==> config.mk <==
export PLATFORM = sky130hd
export DESIGN_NAME = cgb_clock_gate_bank
export DESIGN_NICKNAME = d
export VERILOG_FILES = /design/src/rtl/cgb_pkg.sv /design/src/rtl/cgb_gate_if.sv /design/src/rtl/cgb_clock_gate_bank.sv /design/src/rtl/cgb_gate_reg.sv /design/src/rtl/cgb_rst_sync.sv
export SDC_FILE = /design/constraint.sdc
export NUM_CORES = 1
export LEC_CHECK = 0
export BUFFER_PORTS_ARGS = -buffer_cell sky130_fd_sc_hd__buf_2
export CORE_AREA = 3 3 77 71
export CTS_CLUSTER_SIZE = 10
export DETAILED_ROUTE_END_ITERATION = 10
export DIE_AREA = 0 0 80 74
export GPL_TIMING_DRIVEN = 0
export PLACE_DENSITY_LB_ADDON = 0.12
export SETUP_SLACK_MARGIN = 0.2
export SYNTH_ARGS = -nofsm -noshare
export SYNTH_HDL_FRONTEND = slang
export SYNTH_SLANG_ARGS = --single-unit
export TNS_END_PERCENT = 30
==> constraint.sdc <==
create_clock -name CLK -period 2.45 [get_ports CLK]
set_input_delay 0.49 -clock CLK [delete_from_list [all_inputs] [get_ports CLK]]
set_output_delay 0.49 -clock CLK [all_outputs]
set_load 0.05 [all_outputs]
==> src/rtl/cgb_pkg.sv <==
/*
 * cgb_pkg: register map, field positions and reset values for the
 * clock gate bank (four masked-write gate registers).
 * Assumes: a byte-addressed 32-bit APB register space, one word a register.
 */
package cgb_pkg;

	// bus geometry
	localparam int ADDR_W   = 12;
	localparam int DATA_W   = 32;
	localparam int GATE_W   = 16;
	localparam int NUM_REGS = 4;
	localparam int MASK_LSB = 16;   // write mask field is [31:16]
	localparam int SYNC_LEN = 2;    // reset release flops

	// register byte offsets
	localparam logic [ADDR_W-1:0] OFS_CPU_DDR     = 12'h21c;
	localparam logic [ADDR_W-1:0] OFS_TIMER_BUS   = 12'h220;
	localparam logic [ADDR_W-1:0] OFS_ETHERNET    = 12'h224;
	localparam logic [ADDR_W-1:0] OFS_PERIPH_BUS  = 12'h228;

	// register indices
	localparam logic [1:0] IDX_CPU_DDR    = 2'h0;
	localparam logic [1:0] IDX_TIMER_BUS  = 2'h1;
	localparam logic [1:0] IDX_ETHERNET   = 2'h2;
	localparam logic [1:0] IDX_PERIPH_BUS = 2'h3;

	// implemented gate bits per register; all others are reserved
	localparam logic [GATE_W-1:0] VALID_MASKS [NUM_REGS] = '{
		16'h0017, 16'h07ff, 16'h00ff, 16'h0007};

	localparam logic [GATE_W-1:0] GATE_RESET = 16'h0000;  // every clock runs
	localparam logic [DATA_W-1:0] READ_ZERO  = 32'h0000_0000;

	// cpu and ddr register fields
	localparam int BIT_DDR_APB     = 4;
	localparam int BIT_JTAG        = 2;
	localparam int BIT_CPU_PERIPH  = 1;
	localparam int BIT_CPU_AXI     = 0;

	// timer and bus register fields
	localparam int BIT_TIMER5      = 10;
	localparam int BIT_TIMER0      = 5;
	localparam int BIT_PHY_APB     = 4;
	localparam int BIT_BUS_APB     = 3;
	localparam int BIT_BUS_APB_SRC = 2;
	localparam int BIT_BUS_AHB     = 1;
	localparam int BIT_BUS_AXI     = 0;

	// ethernet register fields
	localparam int BIT_ETH_IO_REF    = 7;
	localparam int BIT_ETH_IO_REFOUT = 6;
	localparam int BIT_ETH_IO_TX     = 5;
	localparam int BIT_ETH_IO_RX     = 4;
	localparam int BIT_ETH_PHY_REF   = 3;
	localparam int BIT_ETH_MACPHY    = 2;
	localparam int BIT_ETH_PHY_RX    = 1;
	localparam int BIT_ETH_MAC_APB   = 0;

	// peripheral bus register fields
	localparam int BIT_PERIPH_APB  = 2;
	localparam int BIT_PERIPH_AHB  = 1;
	localparam int BIT_PERIPH_AXI  = 0;

endpackage : cgb_pkg

==> src/rtl/cgb_gate_if.sv <==
/*
 * cgb_gate_if: write strobe, write word and stored gates between the
 * bus logic and one gate register.
 * Assumes: one instance per register, all on the bus clock.
 */
`timescale 1ns/1ps
`default_nettype none

interface cgb_gate_if;
	import cgb_pkg::*;
	logic                 wr;
	logic [DATA_W-1:0]    wdata;
	logic [GATE_W-1:0]    q;

	modport ctrl  (output wr, output wdata, input q);
	modport store (input wr, input wdata, output q);
endinterface : cgb_gate_if

`default_nettype wire

==> src/rtl/cgb_clock_gate_bank.sv <==
/*
 * cgb_clock_gate_bank: APB slave holding four clock gate registers for
 * the cpu/ddr, timer/bus, ethernet and peripheral bus clocks.
 * Assumes: APB master on CLK; gate outputs feed clock gating cells that
 * stop their clock while the output is high.
 */
// Summary of operation
// - write changes a bit only where mask set
// - mask bit zero keeps the stored bit
// - gate one stops clock; reset clears all
// - cpu/ddr register: ddr apb, cpu periph, axi
// - cpu/ddr bit 2 gates the debug port
// - six timer gates, bits 10 down to 5
// - bus gates phy, apb, apb src, ahb, axi
// - eight ethernet gates in bits 7 to 0
// - peripheral bus gates apb, ahb, axi
`timescale 1ns/1ps
`default_nettype none

module cgb_clock_gate_bank
	import cgb_pkg::*;
(
	input  wire logic              CLK,
	input  wire logic              RST_N,
	// apb slave
	input  wire logic              PSEL,
	input  wire logic              PENABLE,
	input  wire logic              PWRITE,
	input  wire logic [ADDR_W-1:0] PADDR,
	input  wire logic [DATA_W-1:0] PWDATA,
	output logic      [DATA_W-1:0] PRDATA,
	output logic                   PREADY,
	output logic                   PSLVERR,
	// cpu and ddr gates
	output logic                   DDR_APB_CLOCK_GATE,
	output logic                   JTAG_CLOCK_GATE,
	output logic                   CPU_PERIPH_CLOCK_GATE,
	output logic                   CPU_AXI_CLOCK_GATE,
	// timer gates
	output logic                   TIMER5_CLOCK_GATE,
	output logic                   TIMER4_CLOCK_GATE,
	output logic                   TIMER3_CLOCK_GATE,
	output logic                   TIMER2_CLOCK_GATE,
	output logic                   TIMER1_CLOCK_GATE,
	output logic                   TIMER0_CLOCK_GATE,
	// bus fabric gates
	output logic                   PHY_APB_CLOCK_GATE,
	output logic                   BUS_APB_CLOCK_GATE,
	output logic                   BUS_APB_SRC_CLOCK_GATE,
	output logic                   BUS_AHB_CLOCK_GATE,
	output logic                   BUS_AXI_CLOCK_GATE,
	// ethernet gates
	output logic                   ETH_IO_REF_GATE,
	output logic                   ETH_IO_REFOUT_GATE,
	output logic                   ETH_IO_TX_GATE,
	output logic                   ETH_IO_RX_GATE,
	output logic                   ETH_PHY_REF_GATE,
	output logic                   ETH_MACPHY_GATE,
	output logic                   ETH_PHY_RX_GATE,
	output logic                   ETH_MAC_APB_GATE,
	// peripheral bus gates
	output logic                   PERIPH_APB_CLOCK_GATE,
	output logic                   PERIPH_AHB_CLOCK_GATE,
	output logic                   PERIPH_AXI_CLOCK_GATE
);

	// register map; every word is 32 bits on an aligned byte address
	// upper half 31:16 is a write-only mask and always reads zero
	// lower half holds the gates; one stops a clock, zero runs it

	// cpu_ddr_clock_gates at 0x21c
	//   bits 15:5  reserved, read zero
	//   bit 4      ddr interface apb clock
	//   bit 3      reserved, read zero
	//   bit 2      debug port clock
	//   bit 1      cpu peripheral clock
	//   bit 0      cpu axi clock

	// timer_bus_clock_gates at 0x220
	//   bits 15:11 reserved, read zero
	//   bit 10     timer five clock
	//   bit 9      timer four clock
	//   bit 8      timer three clock
	//   bit 7      timer two clock
	//   bit 6      timer one clock
	//   bit 5      timer zero clock
	//   bit 4      phy apb clock
	//   bit 3      bus apb clock
	//   bit 2      bus apb source clock
	//   bit 1      bus ahb clock
	//   bit 0      bus axi clock

	// ethernet_clock_gates at 0x224
	//   bits 15:8  reserved, read zero
	//   bit 7      external io reference clock
	//   bit 6      reference output clock
	//   bit 5      external io transmit clock
	//   bit 4      external io receive clock
	//   bit 3      internal phy reference clock
	//   bit 2      mac to phy clock
	//   bit 1      internal phy receive clock
	//   bit 0      mac apb clock

	// periph_bus_clock_gates at 0x228
	//   bits 15:3  reserved, read zero
	//   bit 2      peripheral apb clock
	//   bit 1      peripheral ahb clock
	//   bit 0      peripheral axi clock

	// any other address answers with an error and stores nothing
	// every gate bit resets to zero, so all clocks run after reset

	// bus handshake states, one-hot
	typedef enum logic [1:0] {
		ST_IDLE = 2'b01,
		ST_DONE = 2'b10
	} cgb_bus_state_t;

	// ready, slverr and rdata are the registered answer; ready stands
	// one cycle, rdata keeps its value until the next access
	typedef struct packed {
		cgb_bus_state_t    state;
		logic              ready;
		logic              slverr;
		logic [DATA_W-1:0] rdata;
	} cgb_top_state_t;

	cgb_top_state_t    st;
	cgb_top_state_t    next_st;
	logic              rst_n_sync;
	// per-register stored gates, strobes and decode
	logic [GATE_W-1:0] gate_q [NUM_REGS];
	logic [NUM_REGS-1:0] wr_sel;
	logic [2:0]        hit_idx;
	logic              access;
	logic              commit;

	// register decode: {hit, index}; used by both read and write paths
	// the full address is compared, so there are no aliases above the map
	function automatic logic [2:0] reg_decode(input logic [ADDR_W-1:0] addr);
		logic [2:0] res;
		res = 3'h0;
		if (addr == OFS_CPU_DDR) begin
			res = {1'b1, IDX_CPU_DDR};
		end else if (addr == OFS_TIMER_BUS) begin
			res = {1'b1, IDX_TIMER_BUS};
		end else if (addr == OFS_ETHERNET) begin
			res = {1'b1, IDX_ETHERNET};
		end else if (addr == OFS_PERIPH_BUS) begin
			res = {1'b1, IDX_PERIPH_BUS};
		end
		return res;
	endfunction : reg_decode

	// release reset cleanly into the rest of the block
	// the bank stays in reset two edges after RST_N rises, so the first
	// access should come no sooner than the third edge
	cgb_rst_sync u_rst_sync (
		.clk        (CLK),
		.rst_n      (RST_N),
		.rst_n_sync (rst_n_sync)
	);

	// address decode and access qualifiers
	assign hit_idx = reg_decode(PADDR);
	assign access  = PSEL && PENABLE;
	// the transfer ends at the edge where PREADY is seen high
	assign commit  = access && st.ready && (st.state == ST_DONE);

	// one write strobe per register, only on the completing edge
	// strobing there, not at the access edge, keeps a transfer cut short
	// by reset from touching any gate
	always_comb begin
		wr_sel = '0;
		if (commit && PWRITE && hit_idx[2]) begin
			wr_sel[hit_idx[1:0]] = 1'b1;
		end
	end

	// gate registers, one per word
	// the mask is applied inside each register, so the bus side only
	// steers one strobe; the write word is shared by all four
	generate
		for (genvar i = 0; i < NUM_REGS; i++) begin : gen_reg
			cgb_gate_if u_if ();

			assign u_if.wr    = wr_sel[i];
			assign u_if.wdata = PWDATA;
			assign gate_q[i]  = u_if.q;

			// masked write keeps unmasked bits
			cgb_gate_reg #(
				.VALID (VALID_MASKS[i])   // reserved bits never stored
			) u_gate (
				.clk   (CLK),
				.rst_n (rst_n_sync),
				.port  (u_if.store)
			);
		end
	endgenerate

	// apb handshake: one wait state, answer registered
	// edge 1: setup seen, nothing happens yet
	// edge 2: access seen while idle; answer, error and read word are
	//         captured, so a read returns the value before any write
	// edge 3: ready seen high by the master; a write commits here
	// edge 4: ready low again, gate outputs show the new value
	// a fixed wait keeps the read path a plain flop, at the cost of one
	// extra cycle per access; an access is never stretched further
	always_comb begin
		next_st = st;
		case (st.state)
			// an access to an unmapped word is answered, never left hanging
			ST_IDLE: begin
				if (access) begin
					next_st.state  = ST_DONE;
					next_st.ready  = 1'b1;
					next_st.slverr = ~hit_idx[2];   // unmapped address
					next_st.rdata  = READ_ZERO;
					// mask field and reserved bits read zero
					if (!PWRITE && hit_idx[2]) begin
						next_st.rdata = {{(DATA_W-GATE_W){1'b0}}, gate_q[hit_idx[1:0]]};
					end
				end
			end
			ST_DONE: begin
				// master drops the access right after the completing edge
				next_st.state  = ST_IDLE;
				next_st.ready  = 1'b0;
				next_st.slverr = 1'b0;
			end
			// unreachable codes fall back to idle with no answer pending
			default: begin
				next_st.state  = ST_IDLE;
				next_st.ready  = 1'b0;
				next_st.slverr = 1'b0;
			end
		endcase
	end

	// answer flops; reset clears ready so that a stale answer cannot
	// complete a transfer that reset has cut
	always_ff @(posedge CLK or negedge rst_n_sync) begin
		if (!rst_n_sync) begin
			st.state  <= ST_IDLE;
			st.ready  <= 1'b0;
			st.slverr <= 1'b0;
			st.rdata  <= READ_ZERO;
		end else begin
			st <= next_st;
		end
	end

	assign PRDATA  = st.rdata;
	assign PREADY  = st.ready;
	assign PSLVERR = st.slverr;

	// every gate pin is a register bit with no logic after the flop, so
	// a gate cannot glitch while software rewrites other bits
	// cpu and ddr clocks; high stops the clock, reset runs all
	// bit 3 between the ddr and debug gates is reserved
	assign DDR_APB_CLOCK_GATE    = gate_q[IDX_CPU_DDR][BIT_DDR_APB];
	assign JTAG_CLOCK_GATE       = gate_q[IDX_CPU_DDR][BIT_JTAG];
	assign CPU_PERIPH_CLOCK_GATE = gate_q[IDX_CPU_DDR][BIT_CPU_PERIPH];
	assign CPU_AXI_CLOCK_GATE    = gate_q[IDX_CPU_DDR][BIT_CPU_AXI];

	// timers sit in descending order from timer five
	// a timer's gate sits at its own number plus five
	assign TIMER5_CLOCK_GATE = gate_q[IDX_TIMER_BUS][BIT_TIMER5];
	assign TIMER4_CLOCK_GATE = gate_q[IDX_TIMER_BUS][BIT_TIMER0 + 4];
	assign TIMER3_CLOCK_GATE = gate_q[IDX_TIMER_BUS][BIT_TIMER0 + 3];
	assign TIMER2_CLOCK_GATE = gate_q[IDX_TIMER_BUS][BIT_TIMER0 + 2];
	assign TIMER1_CLOCK_GATE = gate_q[IDX_TIMER_BUS][BIT_TIMER0 + 1];
	assign TIMER0_CLOCK_GATE = gate_q[IDX_TIMER_BUS][BIT_TIMER0];

	// bus fabric clocks share the timer word
	// these bits are independent of the timer gates above them
	assign PHY_APB_CLOCK_GATE     = gate_q[IDX_TIMER_BUS][BIT_PHY_APB];
	assign BUS_APB_CLOCK_GATE     = gate_q[IDX_TIMER_BUS][BIT_BUS_APB];
	assign BUS_APB_SRC_CLOCK_GATE = gate_q[IDX_TIMER_BUS][BIT_BUS_APB_SRC];
	assign BUS_AHB_CLOCK_GATE     = gate_q[IDX_TIMER_BUS][BIT_BUS_AHB];
	assign BUS_AXI_CLOCK_GATE     = gate_q[IDX_TIMER_BUS][BIT_BUS_AXI];

	// ethernet clocks
	// external io gates in the upper four bits, internal phy and mac gates in the lower
	assign ETH_IO_REF_GATE    = gate_q[IDX_ETHERNET][BIT_ETH_IO_REF];
	assign ETH_IO_REFOUT_GATE = gate_q[IDX_ETHERNET][BIT_ETH_IO_REFOUT];
	assign ETH_IO_TX_GATE     = gate_q[IDX_ETHERNET][BIT_ETH_IO_TX];
	assign ETH_IO_RX_GATE     = gate_q[IDX_ETHERNET][BIT_ETH_IO_RX];
	assign ETH_PHY_REF_GATE   = gate_q[IDX_ETHERNET][BIT_ETH_PHY_REF];
	assign ETH_MACPHY_GATE    = gate_q[IDX_ETHERNET][BIT_ETH_MACPHY];
	assign ETH_PHY_RX_GATE    = gate_q[IDX_ETHERNET][BIT_ETH_PHY_RX];
	assign ETH_MAC_APB_GATE   = gate_q[IDX_ETHERNET][BIT_ETH_MAC_APB];

	// peripheral bus clocks; stopping apb here does not stop this block
	assign PERIPH_APB_CLOCK_GATE = gate_q[IDX_PERIPH_BUS][BIT_PERIPH_APB];
	assign PERIPH_AHB_CLOCK_GATE = gate_q[IDX_PERIPH_BUS][BIT_PERIPH_AHB];
	assign PERIPH_AXI_CLOCK_GATE = gate_q[IDX_PERIPH_BUS][BIT_PERIPH_AXI];

endmodule : cgb_clock_gate_bank

`default_nettype wire

==> src/rtl/cgb_gate_reg.sv <==
/*
 * cgb_gate_reg: one 16-bit gate register with a per-bit write mask in
 * the upper half of the written word.
 * Assumes: wr is a single-cycle strobe on the bus clock.
 */
`timescale 1ns/1ps
`default_nettype none

module cgb_gate_reg
	import cgb_pkg::*;
#(
	parameter logic [GATE_W-1:0] VALID = 16'hffff
)
(
	input  wire logic  clk,
	input  wire logic  rst_n,
	cgb_gate_if.store  port
);

	typedef struct packed {
		logic [GATE_W-1:0] gate;
	} cgb_gate_state_t;

	cgb_gate_state_t st;
	cgb_gate_state_t next_st;
	logic [GATE_W-1:0] mask;

	assign mask = port.wdata[DATA_W-1:MASK_LSB];

	// masked update; reserved positions never store a one
	always_comb begin
		next_st = st;
		if (port.wr) begin
			next_st.gate = ((st.gate & ~mask) | (port.wdata[GATE_W-1:0] & mask))
				& VALID;
		end
	end

	always_ff @(posedge clk or negedge rst_n) begin
		if (!rst_n) begin
			st.gate <= GATE_RESET;
		end else begin
			st <= next_st;
		end
	end

	assign port.q = st.gate;

endmodule : cgb_gate_reg

`default_nettype wire

==> src/rtl/cgb_rst_sync.sv <==
/*
 * cgb_rst_sync: asynchronous assert, synchronous release of reset.
 * Assumes: rst_n may be released at any time relative to clk.
 */
`timescale 1ns/1ps
`default_nettype none

module cgb_rst_sync
	import cgb_pkg::*;
(
	input  wire logic clk,
	input  wire logic rst_n,
	output logic      rst_n_sync
);

	typedef struct packed {
		logic [SYNC_LEN-1:0] sync;
	} cgb_sync_state_t;

	cgb_sync_state_t st;
	cgb_sync_state_t next_st;

	// shift ones in after release; only the last stage is read
	always_comb begin
		next_st = st;
		next_st.sync = {st.sync[SYNC_LEN-2:0], 1'b1};
	end

	always_ff @(posedge clk or negedge rst_n) begin
		if (!rst_n) begin
			st <= '0;
		end else begin
			st <= next_st;
		end
	end

	assign rst_n_sync = st.sync[SYNC_LEN-1];

endmodule : cgb_rst_sync

`default_nettype wire

# ---- Word-level counts from Yosys, hierarchy flattened
# Index checks and enable logic that the tools add are counted.
dict set report word_totals {
  elab_cells 53
  out_inout_bits 60
  reg_bits 64
}
dict set report classes {
  reduce_logical 9
  n_eq_ne 7
  n_bitwise 12
  magnitude_cmp 3
  n_mux 13
}
# cell count
set ops {}
lappend ops {{12-bit by 10-bit equality test with 1-bit output, second input constant} 4}
lappend ops {{16-bit two-way mux} 3}
lappend ops {{36-bit two-way mux} 1}
lappend ops {{16-bit binary-select mux with 2-bit select} 1}
lappend ops {{11-bit bitwise AND} 2}
lappend ops {{3-bit two-way mux} 4}
lappend ops {{11-bit inverter} 1}
lappend ops {{11-bit bitwise OR} 1}
lappend ops {{8-bit bitwise AND} 1}
lappend ops {{4-bit two-way mux} 2}
lappend ops {{8-bit bitwise OR} 1}
lappend ops {{1-bit logical AND} 7}
lappend ops {{5-bit bitwise AND} 1}
lappend ops {{5-bit bitwise OR} 1}
lappend ops {{3-bit bitwise AND} 1}
lappend ops {{3-bit >= comparator, second input constant} 1}
lappend ops {{2-bit by 3-bit < comparator with 1-bit output, second input constant} 1}
lappend ops {{2-bit inverter with 3-bit output} 1}
lappend ops {{3-bit bitwise OR} 1}
lappend ops {{1-bit demux with 2-bit select} 1}
lappend ops {{2-bit by 1-bit equality test with 1-bit output, second input constant} 1}
lappend ops {{2-bit equality test, second input constant} 1}
lappend ops {{2-bit by 1-bit >= comparator with 1-bit output, second input constant} 1}
lappend ops {{2-bit inequality test, second input constant} 1}
lappend ops {{4 further kinds} 4}

# ---- Logic depth before layout (Yosys ltp)
dict set report depth {
  ltp_word 12
  mapped_depth 6
}

# ---- Cells and area by module
# Synthesis repeated with hierarchy kept, for this count alone.
dict set report hier_totals {
  hier_cells 271
  area_unflattened_um2 2914.0
}
# module seq_area_each_um2 n_inst area_each_um2 cells_per_inst
set by_module_without_submodules {}
lappend by_module_without_submodules {cgb_clock_gate_bank 476.7 1 1402.6 146}
lappend by_module_without_submodules {{cgb_gate_reg (gen_reg[1].u_gate)} 275.3 1 530.5 40}
lappend by_module_without_submodules {{cgb_gate_reg (gen_reg[2].u_gate)} 200.2 1 425.4 34}
lappend by_module_without_submodules {{cgb_gate_reg (gen_reg[0].u_gate)} 100.1 1 269.0 25}
lappend by_module_without_submodules {{cgb_gate_reg (gen_reg[3].u_gate)} 75.1 1 232.7 23}
lappend by_module_without_submodules {cgb_rst_sync 50.0 1 53.8 3}

# ---- Worst setup path after synthesis
# OpenSTA, ideal clock, no wires.
dict set report synth_timing {
  path_type {in2reg}
  start {in PADDR[1]}
  end {reg with a tool-made name}
  t_arrival_ps 2111
  n_path_buf 2
  stages 6
  required_ps 2322
  setup_time_ps 128
  setup_slack_ps 212
  path_cell_list {or4b_1 -> buf_6 -> nor4_4 -> buf_6 -> nand4_1 -> mux2_1}
}
# item line
set synth_rtl {}
lappend synth_rtl {{start, declared} cgb_clock_gate_bank.sv:29} ;# input wire logic [ADDR_W-1:0] PADDR,

==> impl_metrics.py <==
metrics = {
    "clocking": {
        "cts_made_buffers": 5,
        "cts_tree": "done",
        "cts.sinks": 42,
        "insertion_delay_ns": 0.30,
        "htreeDepth": 2,
        "root_buffer": "clkbuf_8",
        "cts_setup_buffers": 0,
        "path_clk_slew_ns": 0.08,
        "clk_path_buf_depth": 2,
    },
    "sta": {
        "rsz0062_at_grt": "true",
        "setup_tns_ns": 0,
        "period_needed_ns": 2.24,
        "worst_pin_slew_ns": 0.874,
        "setup_ws_ns": 0.214,
        "timing_hold_violations_final": 0,
        "clock.fmax_ghz": 0.447,
        "whs_ns": 0.354,
        "finClkSkew_ns": 0.00613,
        "finalSetupViolations": 0,
        "relSlewSlack_pct": 41.7,
        "slew_violations": 0,
        "finalCritPeriodShare_pct": 91.3,
    },
    "grt": {
        "use_met3_pct": 3.87,
        "grt_pass1_vias": 1918,
        "grt_max_degree": 41,
        "grt_pass1_wl_mm": 9.25,
        "busiest_layer": "met2",
        "grt_antenna_before_repair": 0,
        "grtUsageMet2_pct": 32.9,
        "use_met1_pct": 28.0,
        "overflow": 0,
        "grtUsageTotal_pct": 20.6,
    },
    "placement": {
        "io_buffers": 77,
        "gp_congestion": 0.810,
        "hpwl_mm": 4.33,
        "pre_cts_ws_ns": -0.0995,
        "dp.cells": 372,
    },
    "cells_and_area": {
        "final_layout_size_suffix_gt1_share_pct": 49.1,
        "multi_input_area_mm2": 0.00101,
        "area.sequential_mm2": 0.00105,
        "synthToLayoutAreaGrowth_pct": 27.2,
        "nets": 364,
        "final_cells": 381,
        "antenna_cells": 0,
        "fill_cells": 452,
    },
    "worst_setup_path": {
        "crit_path_max_fanout": 10,
        "crit_arrival_ns": 2.42,
        "path_class": "input pin to register",
        "cp-start-kind": "input pin",
        "required_ns": 2.63,
        "r2r_start": "st[34]$_DFFE_PN1P_",
        "crit_start": "PADDR[1]",
        "cp-end-kind": "register",
    },
    "synthesis": {
        "syn_inst": 210,
        "synth_area_per_cell_um2": 11.1,
        "synth_seq_cells": 42,
        "synth_edf_count": 0,
        "synth_cell_types": 35,
        "synth_ff_type": "dfrtp_1",
        "async_flop_share_pct": 100,
        "synth_area_mm2": 0.00233,
        "synthAdderAreaFrac_pct": 0,
        "synth-compound-area-share_pct": 5.52,
        "synth-xor-area-share_pct": 0,
        "synthMuxAreaShare_pct": 13.0,
        "yosysWarnings": 0,
        "ys_seq_area_share_pct": 45.1,
        "yosys.area_share.simple_pct": 21.1,
        "synth_top_family_by_area": "simple AND/OR/NAND/NOR gates",
    },
    "die": {
        "core_mm2": 0.00480,
        "die_h_um": 74,
        "num_rows": 24,
        "io_pins": 109,
        "start_util_pct": 48.6,
        "die_w_um": 80,
        "die-area_mm2": 0.00592,
    },
    "power_and_ir_drop": {
        "leakagePower_nw": 1.62,
        "total_power_mw": 1.35,
        "peakVddDrop_uv": 313,
        "cellPowerDensity_mw_per_mm2": 455,
    },
    "detailed_routing": {
        "wirelength_mm": 5.89,
        "vias_per_cell": 5.17,
        "drc": 0,
        "final_antenna_net_count": 0,
        "drtIter0Drc": 157,
        "firstDrtPassIters": 4,
        "vias": 1970,
        "drt-wirelength-per-cell_um": 15.5,
    },
    "run": {
        "maxCapViolCount": 0,
    },
    "min_path": {
        "hold_class": "register to register",
        "hp-start": "u_rst_sync.st[0]$_DFF_PN0_",
    },
    "status": {
        "status": "finished clean",
    },
}
-- per-stage QoR --
stage	utilization, %	area, um2
2_1_floorplan	-	2410
3_3_place_gp	59.8	2880
3_5_place_dp	59.9	2880
4_1_cts	61.7	2970
5_1_grt	61.8	2970
6_report	61.8	2970
-- cell usage after synthesis, drive strengths merged, types with 2 or more instances --
library cell   n  share of area, %
and2           3              0.80
o21ai          3              0.64
conb           2              0.32
inv            7               1.1
o211ai         3              0.97
nor2           2              0.32
nand2b         2              0.54
a32o           3               1.3
mux2          26                13
nor4           4               3.0
clkbuf         5              0.80
and4bb         4               2.1
nand3          5               1.1
nand4b         2              0.75
or4            2              0.64
buf           41                13
a222oi         2              0.86
nand4         33               8.8
dfrtp         41                44
nand2          9               1.4
-- report_power, final --
group | switching (mW) | internal, mW
Sequential | 0.0153 | 0.700
Clock | 0.227 | 0.203
Combinational | 0.143 | 0.0630
Total | 0.385 | 0.965
-- repair_timing --
item | 4_1_cts | 5_1_grt
endpoints found under the setup margin | 0 | 13
gates resized for setup | 0 | 2
hold endpoints to repair | 2 | 0
hold buffers | 1 | 0
-- worst max-delay path: stages --
cell     delay [ns]
buf_2          0.09
or4b_1         0.53
buf_6          0.17
nor4_4         0.49
buf_6          0.21
nand4_1        0.11
mux2_1         0.32
-- path summary, 6_finish.rpt --
| check | endpoint | slack (ns) | cells after the start |
|---|---|---|---|
| setup / recovery | register | 0.21 | 7 |
| hold / removal | u_rst_sync.st[1]$_DFF_PN0_ | 0.35 | 0 |
| setup reg to reg | PRDATA[1]$_DFFE_PN0P_ | 0.65 | 5 |
| hold reg to reg | u_rst_sync.st[1]$_DFF_PN0_ | 0.35 | 0 |
| max in group asynchronous | PRDATA[5]$_DFFE_PN0P_ | 1.50 | 0 |
| min in group asynchronous | asynchronous set/reset pin | 0.39 | 0 |
-- cell type report --
type                            count  area share [%]
Tap cell                           65            2.74
Timing Repair Buffer               78            13.3
Multi-Input combinational cell    135            33.9
Buffer                             46            11.0
Sequential cell                    42            35.5
Clock buffer                        8            2.70
Inverter                            7           0.885
-- layer usage --
metal  share of wire, %  vias to the layer above  wire length [um]
met5                  0                        -                 0
met4                1.5                        0                89
met3                8.6                       11               506
met2                 47                       88              2790
met1                 43                      929              2510
li1                   -                      942                 -
-- cell families after synthesis --
group / count (synthesis)
and+or+nand+nor: 70
buffers and inverters: 53
DFF: 42
muxes: 27
AOI/OAI and AO/OA: 16
other: 2
-- placed cells by master, fill, tap and decap left out, types with 5 or more instances in the layout --
master / instances
dfrtp_1: 40
mux2_2: 21
buf_4: 35
clkbuf_8: 5
conb_1: 22
clkbuf_1: 7
buf_2: 81
mux2_1: 5
nand2_1: 9
nand3_1: 5
inv_1: 7
nand4_1: 33
No activity file was read; power rests on OpenSTA's default activity.
